`src/inc/mbrs_defs.svh`:
```
// Purpose: constants of the read-function request handler
// Assumes: byte-wide request and response streams
// Notes:   item counts are the sizes of the local data tables
`ifndef MBRS_DEFS_SVH
`define MBRS_DEFS_SVH

`define MBRS_FC_COILS      8'h01
`define MBRS_FC_DISCRETES  8'h02
`define MBRS_FC_HOLDING    8'h03
`define MBRS_FC_INPUTREGS  8'h04
`define MBRS_FC_EXC_FLAG   8'h80

`define MBRS_EXC_FUNCTION  8'h01
`define MBRS_EXC_ADDRESS   8'h02
`define MBRS_EXC_VALUE     8'h03

`define MBRS_MAX_BITS      16'h07D0
`define MBRS_MAX_REGS      16'h007D

// Implemented items per table; addresses at or past these are absent
`define MBRS_COIL_COUNT    17'h10000
`define MBRS_DISC_COUNT    17'h10000
`define MBRS_HOLD_COUNT    17'h10000
`define MBRS_INREG_COUNT   17'h10000

`define MBRS_REQ_BYTES     3'h5
`define MBRS_RX_LAST_IDX   3'h4
`define MBRS_BIT_LAST      3'h7

`endif

```
`src/inc/mbrs_pkg.sv`:
```
// Purpose: types of the read-function request handler
// Assumes: nothing
// Notes:   request fields in the order they arrive
package mbrs_pkg;

    typedef struct packed {
        logic [7:0]  fc;
        logic [15:0] start;
        logic [15:0] qty;
    } mbrs_req_t;

    typedef enum logic [3:0] {
        MBRS_RX,
        MBRS_EVAL,
        MBRS_S_FC,
        MBRS_S_CNT,
        MBRS_GATHER,
        MBRS_S_BYTE,
        MBRS_S_HI,
        MBRS_S_LO,
        MBRS_S_EXCFC,
        MBRS_S_EXC
    } mbrs_state_t;

endpackage
```
`src/hdl/mbrs_server.sv`:
```
// Purpose: server handler for read coils, discrete inputs, holding and input registers
// Assumes: request PDU arrives as bytes with in_last on the final byte; tables answer combinationally
// Notes:   one request at a time; input is stalled while a response is built
//
// Function
// - Code 0x01 reads 1 to 2000 contiguous coils; that many states return.
// - PDU item addresses are zero-based: item k sits at address k minus one.
// - Each bit of bit-read data is one item: one means ON, zero OFF.
// - First item in LSB of first byte, rising toward MSB, then next byte.
// - Unused high bits of last bit-read byte are zero.
// - Bit-read byte count is quantity over eight rounded up; that many bytes follow.
// - Error reply is function code plus 0x80, then exception code one to four.
// - Code 0x02 reads 1 to 2000 discrete inputs, packed like coils.
// - Serially each status byte goes LSB first, so items ascend on the wire.
// - Code 0x03 reads 1 to 125 holding registers.
// - Each register sends high byte then low byte, registers in ascending address.
// - Register reply is code, byte count twice quantity, two bytes per register.
// - Code 0x04 reads input registers with the same fields and packing.
// - A good reply repeats the request function code first.
// - Items are addressable over the whole range 0 to 65535.
`include "mbrs_defs.svh"

module mbrs_server
    import mbrs_pkg::*;
(
    input  wire logic        clk,
    input  wire logic        rst_n,
    input  wire logic        in_valid,
    input  wire logic [7:0]  in_data,
    input  wire logic        in_last,
    output logic             in_ready,
    output logic             out_valid,
    output logic [7:0]       out_data,
    output logic             out_last,
    input  wire logic        out_ready,
    output logic [15:0]      item_addr,
    output logic [7:0]       item_fc,
    input  wire logic        item_bit,
    input  wire logic [15:0] item_word
);

    mbrs_state_t  st_q;
    mbrs_req_t    req_q;
    logic [2:0]   rx_cnt_q;
    logic         len_ok_q;
    logic [10:0]  idx_q;
    logic [2:0]   bit_cnt_q;
    logic [7:0]   byte_q;
    logic [15:0]  word_q;
    logic [7:0]   out_data_q;
    logic         out_valid_q;
    logic         out_last_q;

    logic         in_fire;
    logic         out_fire;
    logic         is_bits;
    logic         is_regs;
    logic [15:0]  qty_max;
    logic [16:0]  item_count;
    logic [16:0]  span_end;
    logic [7:0]   byte_cnt;
    logic [7:0]   byte_nxt;
    logic         idx_live;
    logic [10:0]  idx_nxt;

    assign in_ready  = (st_q == MBRS_RX);
    assign in_fire   = in_valid && in_ready;
    assign out_fire  = out_valid_q && out_ready;
    assign out_valid = out_valid_q;
    assign out_data  = out_data_q;
    assign out_last  = out_last_q;

    assign is_bits = (req_q.fc == `MBRS_FC_COILS) || (req_q.fc == `MBRS_FC_DISCRETES);
    assign is_regs = (req_q.fc == `MBRS_FC_HOLDING) || (req_q.fc == `MBRS_FC_INPUTREGS);

    // Zero-based addresses, so the last item is start + qty - 1
    assign item_addr = req_q.start + {5'h00, idx_q};
    assign item_fc   = req_q.fc;

    always_comb begin
        qty_max    = is_bits ? `MBRS_MAX_BITS : `MBRS_MAX_REGS;
        case (req_q.fc)
            `MBRS_FC_COILS:     item_count = `MBRS_COIL_COUNT;
            `MBRS_FC_DISCRETES: item_count = `MBRS_DISC_COUNT;
            `MBRS_FC_HOLDING:   item_count = `MBRS_HOLD_COUNT;
            default:            item_count = `MBRS_INREG_COUNT;
        endcase
        // Widened so a span ending past 0xFFFF is caught, not wrapped
        span_end   = {1'b0, req_q.start} + {1'b0, req_q.qty};
        if (is_bits) begin
            byte_cnt = 8'((req_q.qty + 16'h0007) >> 3);
        end else begin
            byte_cnt = 8'(req_q.qty << 1);
        end
        idx_live = ({5'h00, idx_q} < req_q.qty);
        byte_nxt = byte_q;
        if (idx_live) begin
            byte_nxt[bit_cnt_q] = item_bit;
        end
        idx_nxt = idx_live ? (idx_q + 11'h001) : idx_q;
    end

    // Request capture; stray bytes past five only spoil the length check
    always_ff @(posedge clk or negedge rst_n) begin
        if (!rst_n) begin
            req_q    <= '0;
            rx_cnt_q <= 3'h0;
            len_ok_q <= 1'b0;
        end else if (in_fire) begin
            if (rx_cnt_q == 3'h0) begin
                req_q.fc <= in_data;
            end
            case (rx_cnt_q)
                3'h1:    req_q.start[15:8] <= in_data;
                3'h2:    req_q.start[7:0]  <= in_data;
                3'h3:    req_q.qty[15:8]   <= in_data;
                3'h4:    req_q.qty[7:0]    <= in_data;
                default: ;
            endcase
            if (in_last) begin
                rx_cnt_q <= 3'h0;
                len_ok_q <= (rx_cnt_q == `MBRS_RX_LAST_IDX);
            end else if (rx_cnt_q != `MBRS_REQ_BYTES) begin
                rx_cnt_q <= rx_cnt_q + 3'h1;
            end
        end
    end

    // Response sequencing
    always_ff @(posedge clk or negedge rst_n) begin
        if (!rst_n) begin
            st_q        <= MBRS_RX;
            idx_q       <= 11'h000;
            bit_cnt_q   <= 3'h0;
            byte_q      <= 8'h00;
            word_q      <= 16'h0000;
            out_data_q  <= 8'h00;
            out_valid_q <= 1'b0;
            out_last_q  <= 1'b0;
        end else begin
            case (st_q)
                MBRS_RX: begin
                    if (in_fire && in_last) begin
                        st_q <= MBRS_EVAL;
                    end
                end
                MBRS_EVAL: begin
                    out_valid_q <= 1'b1;
                    if (!is_bits && !is_regs) begin
                        out_data_q <= req_q.fc | `MBRS_FC_EXC_FLAG;
                        byte_q     <= `MBRS_EXC_FUNCTION;
                        st_q       <= MBRS_S_EXCFC;
                    end else if (!len_ok_q) begin
                        // Malformed frame with a read function code is dropped without reply
                        out_valid_q <= 1'b0;
                        st_q        <= MBRS_RX;
                    end else if (req_q.qty == 16'h0000 || req_q.qty > qty_max) begin
                        out_data_q <= req_q.fc | `MBRS_FC_EXC_FLAG;
                        byte_q     <= `MBRS_EXC_VALUE;
                        st_q       <= MBRS_S_EXCFC;
                    end else if (span_end > item_count) begin
                        out_data_q <= req_q.fc | `MBRS_FC_EXC_FLAG;
                        byte_q     <= `MBRS_EXC_ADDRESS;
                        st_q       <= MBRS_S_EXCFC;
                    end else begin
                        out_data_q <= req_q.fc;
                        st_q       <= MBRS_S_FC;
                    end
                end
                MBRS_S_EXCFC: begin
                    if (out_fire) begin
                        out_data_q <= byte_q;
                        out_last_q <= 1'b1;
                        st_q       <= MBRS_S_EXC;
                    end
                end
                MBRS_S_EXC: begin
                    if (out_fire) begin
                        out_valid_q <= 1'b0;
                        out_last_q  <= 1'b0;
                        st_q        <= MBRS_RX;
                    end
                end
                MBRS_S_FC: begin
                    if (out_fire) begin
                        out_data_q <= byte_cnt;
                        st_q       <= MBRS_S_CNT;
                    end
                end
                MBRS_S_CNT: begin
                    if (out_fire) begin
                        out_valid_q <= 1'b0;
                        idx_q       <= 11'h000;
                        bit_cnt_q   <= 3'h0;
                        byte_q      <= 8'h00;
                        st_q        <= MBRS_GATHER;
                    end
                end
                MBRS_GATHER: begin
                    if (is_bits) begin
                        // One item a cycle; eight cycles per byte even for a short tail
                        byte_q    <= byte_nxt;
                        idx_q     <= idx_nxt;
                        bit_cnt_q <= bit_cnt_q + 3'h1;
                        if (bit_cnt_q == `MBRS_BIT_LAST) begin
                            out_data_q  <= byte_nxt;
                            out_valid_q <= 1'b1;
                            out_last_q  <= ({5'h00, idx_nxt} == req_q.qty);
                            st_q        <= MBRS_S_BYTE;
                        end
                    end else begin
                        word_q      <= item_word;
                        out_data_q  <= item_word[15:8];
                        out_valid_q <= 1'b1;
                        idx_q       <= idx_q + 11'h001;
                        st_q        <= MBRS_S_HI;
                    end
                end
                MBRS_S_BYTE: begin
                    if (out_fire) begin
                        out_valid_q <= 1'b0;
                        out_last_q  <= 1'b0;
                        byte_q      <= 8'h00;
                        bit_cnt_q   <= 3'h0;
                        st_q        <= out_last_q ? MBRS_RX : MBRS_GATHER;
                    end
                end
                MBRS_S_HI: begin
                    if (out_fire) begin
                        out_data_q <= word_q[7:0];
                        out_last_q <= ({5'h00, idx_q} == req_q.qty);
                        st_q       <= MBRS_S_LO;
                    end
                end
                MBRS_S_LO: begin
                    if (out_fire) begin
                        out_valid_q <= 1'b0;
                        out_last_q  <= 1'b0;
                        st_q        <= out_last_q ? MBRS_RX : MBRS_GATHER;
                    end
                end
                default: begin
                    out_valid_q <= 1'b0;
                    out_last_q  <= 1'b0;
                    st_q        <= MBRS_RX;
                end
            endcase
        end
    end

endmodule // mbrs_server

```
`config.mk`:
```
export PLATFORM = sky130hd
export DESIGN_NAME = mbrs_server
export DESIGN_NICKNAME = d
export VERILOG_FILES = /design/src/inc/mbrs_pkg.sv /design/src/hdl/mbrs_server.sv
export VERILOG_INCLUDE_DIRS = /design/src /design/src/inc
export SDC_FILE = /design/constraint.sdc
export NUM_CORES = 1
export LEC_CHECK = 0
export BUFFER_PORTS_ARGS = -buffer_cell sky130_fd_sc_hd__clkbuf_2
export CELL_PAD_IN_SITES_DETAIL_PLACEMENT = 0
export CELL_PAD_IN_SITES_GLOBAL_PLACEMENT = 1
export CORE_ASPECT_RATIO = 1.75
export CORE_MARGIN = 2
export CORE_UTILIZATION = 42
export DETAILED_ROUTE_END_ITERATION = 6
export HOLD_SLACK_MARGIN = 0.1
export PLACE_DENSITY = 0.78
export SETUP_SLACK_MARGIN = 0.15
export SLEW_MARGIN = 10
export SYNTH_ARGS = -nofsm -noshare
export SYNTH_HDL_FRONTEND = slang
export SYNTH_SLANG_ARGS = --single-unit
```
`constraint.sdc`:
```
create_clock -name clk -period 4 [get_ports clk]
set_clock_uncertainty 0.15 [all_clocks]
set_input_delay 0.2 -clock clk [delete_from_list [all_inputs] [get_ports clk]]
set_output_delay 0.2 -clock clk [all_outputs]
set_load 0.1 [all_outputs]
```
# Word level (Yosys, flattened, before mapping)
# Cells that the tools add are included.
[totals]
regBits = 88
in_bits = 30
output_inout_bits = 35
word_cells = 162
[op_classes]
n_addsub = 6
n_lt_le_gt_ge = 5
n_eq_ne = 36
muxes = 58
n_bitwise = 3
n_reduce_logical = 39
[op_table]
columns = ["operator", "n"]
rows = [
  ["2-to-1 mux 8 bit", 17],
  ["2-to-1 mux 4 bit", 13],
  ["2-to-1 mux 11 bit", 4],
  ["one-hot mux 8 bit (5 select lines)", 1],
  ["one-hot mux 4 bit (9 select lines)", 1],
  ["== test 11 x 16 -> 1 bit", 2],
  ["one-hot mux 8 bit (3 select lines)", 1],
  ["one-hot mux 11 bit (2 select lines)", 1],
  ["AND reduction 2 bit", 9],
  ["adder 16 x 16 -> 17 bit", 1],
  ["greater-than comparator 17 bit, second input constant", 1],
  ["adder 16 x 11 -> 16 bit", 1],
  ["== test 4 x 3 -> 1 bit, second input constant", 4],
  ["== test 8 x 2 -> 1 bit, second input constant", 2],
  ["greater-than comparator 16 x 11 -> 1 bit", 1],
  ["logical NOT 16 bit", 1],
  ["< comparator 11 x 16 -> 1 bit", 1],
  ["2-to-1 mux 3 bit", 5],
  ["!= test 2 bit, second input constant", 7],
  ["AND reduction 6 bit", 2],
  ["OR reduction 4 bit", 3],
  ["adder 11 x 1 -> 11 bit, second input constant", 1],
  ["adder 11 x 3 -> 11 bit, second input constant", 1],
  ["2-to-1 mux 1 bit", 10],
  ["33 further kinds", 57],
]

# Logic depth before layout (Yosys ltp)
[logic_depth]
depth_word = 9
ltp_mapped = 16
ltp_nobuf = 14

# Least setup slack after synthesis
# No wires, ideal clock.
[synth_path]
path_kind = "reg-to-reg"
from = "register st_q[3]"
to = "register req_q, in the netlist item_fc[0]"
setup_time_ps = 125
arrival_time_ps = 4894
t_required_ps = 3725
setup_slack_ps = -1168
stages_incl_launch_ff = 7
n_path_buf = 1
synth_period_minus_slack_ps = 5168
path_cell_list = "dfrtp_1 clkbuf_1 nor4_1 nand2_1 nor2_1 nand2_1 mux2_2"
[synth_between]
elab_chain_cells = 3
[synth_lines]
columns = ["element", "line", "source"]
rows = [
  ["from (decl)", "mbrs_server.sv:42", "mbrs_state_t st_q;"],
  ["from (signal assigned)", "mbrs_server.sv:225", "st_q <= out_last_q ? MBRS_RX : MBRS_GATHER;"],
  ["from (signal assigned)", "mbrs_server.sv:239", "st_q <= out_last_q ? MBRS_RX : MBRS_GATHER;"],
  ["logical NOT 4 bit", "mbrs_server.sv:66", "assign in_ready = (st_q == MBRS_RX);"],
  ["via in_ready", "mbrs_server.sv:31", "output logic in_ready,"],
  ["logical AND 1 bit", "mbrs_server.sv:67", "assign in_fire = in_valid && in_ready;"],
  ["AND reduction 2 bit (no line)", "-", ""],
  ["to (decl)", "mbrs_server.sv:43", "mbrs_req_t req_q;"],
]
# The timed path passes the listed nets, and every way through them passes these cells.
# A chain may end at the register's enable or synchronous reset.

# Worst setup path after layout
[layout_path]
from = "register req_q[16] (netlist bit)"
to = "register byte_q[1]"
[layout_between]
elab_chain_cells = 4
[layout_lines]
columns = ["element", "line", "source"]
rows = [
  ["adder 16 x 16 -> 17 bit", "mbrs_server.sv:89", "span_end = {1'b0, req_q.start} + {1'b0, req_q.qty};"],
  ["greater-than comparator 17 bit", "mbrs_server.sv:161", "end else if (span_end > item_count) begin"],
  ["!= test 4 bit (no line)", "-", ""],
  ["AND reduction 5 bit (no line)", "-", ""],
  ["to (signal assigned)", "mbrs_server.sv:151", "byte_q <= `MBRS_EXC_FUNCTION;"],
  ["to (signal assigned)", "mbrs_server.sv:159", "byte_q <= `MBRS_EXC_VALUE;"],
  ["to (signal assigned)", "mbrs_server.sv:163", "byte_q <= `MBRS_EXC_ADDRESS;"],
  ["to (decl)", "mbrs_server.sv:48", "logic [7:0] byte_q;"],
]
# Every way passes these cells.

==> run metrics <==
All-Layer GR Usage 26.19%; Synth Area in XOR/XNOR 3.993%; leading area contributor after synthesis dfrtp_1; clock sinks 88; via count 6,821; hold path startpoint in_data[0]; adder-cell share of the synthesized area 9.305%; first-pass GRT wire length 35,800 µm; Largest stage delay, worst path 0.40 ns; maximum clock frequency 0.2702 GHz; initial core utilization 42.88%; Critical Path Start req_q[16]$_DFFE_PN0P_; mux cell area share after synthesis 9.234%; GRT overflow 0; flops & latches, synth 88; required time of the worst setup path 4.09 ns; Final Cycle Share 92.53%; routed length per placed instance 19.93 µm; total CTS buffers 9; share of post-route cells with drive strength above 1 20.95%; GP Congestion 0.9464; worst reg2reg setup slack 0.30 ns; clk_lat worst skew 0.35 ns; final setup TNS 0 ns; CP Max Fanout 7; Core ar. 16,370 µm²; count of cell types in the netlist 75; largest net degree at the start of global routing 69; WP buf/inv 0; CTS HTree Levels 3; crit-path cells ha_1 -> fa_2 -> a211oi_4 -> o21ai_2 -> a211o_1 -> a311o_1 -> a21o_1 -> nor4_2 -> o21a_2 -> o21a_4 -> nor2_4 -> mux2_4; hold depth 2; first-pass iteration count of the detailed router 5; proportion of netlist area held by the largest area contributor 31.37%; ys async rst share 100.0%; Final Hold Fails 0; maxcap violations 0; mean area per synthesized cell 8.437 µm²; Reg clk slew, reported paths 0.06 ns; initial antenna violation count 0; Port-buffer cells 64; fin cells 1,150; number of synthesized flops with an enable pin 0; DRT iter0 DRCs 402; top cells by area, synth dfrtp_1 (31%), ha_1 (8.7%), mux2_2 (7.4%); die width 101.7 µm; Diodes inserted 0; clk root buf clkbuf_16; Worst Max-Slew Pin Slew 0.9052 ns; vias in the first global route 6,677; status completed; Area growth, synth to finish 18.52%; Vias/cell 5.931; synthesized net count 913; Max-slew headroom 39.66%; Main synth FF type dfrtp_1; WS Path Type flop to flop; Routed Antenna Nets 0; worst path arrival time 3.79 ns; Highest Signal Layer met4; compound-gate portion of the synthesized area 22.51%; RSZ-0062 raised after global routing true; metal2 WL 12,810 µm; simple-gate share of the synthesized area 18.82%; synth warn 0; Final Max Slew Viols 0; M1 wire length 8164 µm; Critical Path End Type flop; hpwl dp 18,040 µm; placed cell count 1,109; Nets 1,002; Bufs on Longest Clock Path 2; Remaining DRCs 0; DR WL met3 694 µm; Synth Cell Area 7019 µm²; CTS tree built; CP max-delay cell dfrtp_1; Crit path max-delay family compound AO/OA/AOI/OAI gates; main combinational cell family by area after synthesis compound AO/OA/AOI/OAI gates; RR Startpoint req_q[16]$_DFFE_PN0P_; capturing point of the worst reg2reg path byte_q[1]$_DFFE_PN0P_; IO Pins 65; full die area 17,800 µm²; fill count 1,612; HP Class primary input to flop; Core Rows 62; crit path time final 3.701 ns; Worst Setup Start Kind flop; cell count after synthesis 832; Die Height 175.0 µm; final wirelength 22,920 µm; Seq/Total Area, Yosys 31.37%; final setup vio count 0; hold path endpoint req_q[16]$_DFFE_PN0P_; R2R depth 12
-- through the flow --
stage                     instance area, µm²  utilization (%)  setup WS [ns]  hold WS (ns)
after detailed placement                7746            47.32         0.2222        0.2363
after global placement                  7746            47.32         0.2847        0.2421
after CTS                               8229            50.28         0.1670        0.1123
final                                   8319            50.83         0.2988        0.1136
after floorplan                         7068                -         0.1792       -0.2456
after global routing                    8319            50.83         0.1469        0.1173
-- flip-flops by register name, summed over array words and instances, names as in the netlist, 3 cells and up --
register	count
idx_q	11
st_q	4
rx_cnt_q	3
out_data	8
byte_q	8
bit_cnt_q	3
req_q	32
word_q	8
item_fc	8
-- Yosys cell counts (10+ instances only) --
cell,count
and3_1,13
xnor2_1,27
inv_1,35
a21oi_1,60
dfrtp_1,88
nor3_1,13
a21o_1,21
a211oi_1,10
nor2_1,69
mux2i_1,10
ha_1,49
nand2_1,95
o21ai_0,62
mux2_2,46
nand4_1,15
clkbuf_1,30
o211ai_1,14
nand3_1,24
-- layer usage --
| layer | GRT usage (%) | vias to the layer above |
|---|---|---|
| met4 | 14.58 | 0 |
| met1 | 26.92 | 3339 |
| met3 | 2.880 | 71 |
| met5 | 0 | - |
| li1 | - | 3220 |
| met2 | 49.45 | 191 |
-- worst register-to-register path, delay by kind of cell, from the launching register on --
kind            cells  cell delay (ns)
compound gates      7             1.69
fa+ha+maj           2             0.63
simple gates        2             0.44
flops               1             0.40
mux                 1             0.30
-- timing repair --
item                                    CTS  global route
pin swaps                                 0            10
hold buffers                             17             0
buffers inserted                          0             8
hold endpoints to repair                107             0
endpoints found under the setup margin    5            15
cloned                                    0             0
resized for setup                         5            17
-- layout by cell type, fill, tap and decap left out, drive strengths merged, types with 15 or more instances in the layout --
cell type / count
nor2: 70
dlygate4sd3: 17
inv: 36
xnor2: 27
buf: 45
a21oi: 60
nand3: 24
ha: 49
dfrtp: 88
a21o: 21
clkbuf: 72
nand2: 95
mux2: 48
o21ai: 64
nand4: 15
-- area by class of cell --
| cell class | instances | area, µm² | area share (%) |
|---|---|---|---|
| multi-input combinational | 665 | 4554 | 54.75 |
| inverter | 35 | 133.9 | 1.609 |
| tap | 224 | 280.3 | 3.369 |
| clock inverter | 4 | 51.30 | 0.6166 |
| sequential | 88 | 2205 | 26.50 |
| clock buffer | 12 | 256.5 | 3.083 |
| timing repair buffer | 122 | 838.3 | 10.08 |
-- cell families after synthesis --
kind of cell | Yosys count
AOI/OAI and AO/OA | 244
xor gates and xnor gates | 32
adders and majority gates | 51
buffers and inverters | 79
DFF | 88
muxes | 58
and+or+nand+nor | 280
-- how the worst max path moves through the flow --
stage | cells past startpoint | to
after floorplan | 16 | byte_q[0]$_DFFE_PN0P_
after global placement | 14 | byte_q[0]$_DFFE_PN0P_
after detailed placement | 14 | byte_q[0]$_DFFE_PN0P_
after CTS | 11 | item_addr[13]
after global routing | 13 | item_addr[12]
final | 12 | byte_q[1]$_DFFE_PN0P_
Power is left out: the tool's default activity adds up to more than one toggle a clock period on the data nets, which glitch-free logic cannot reach.
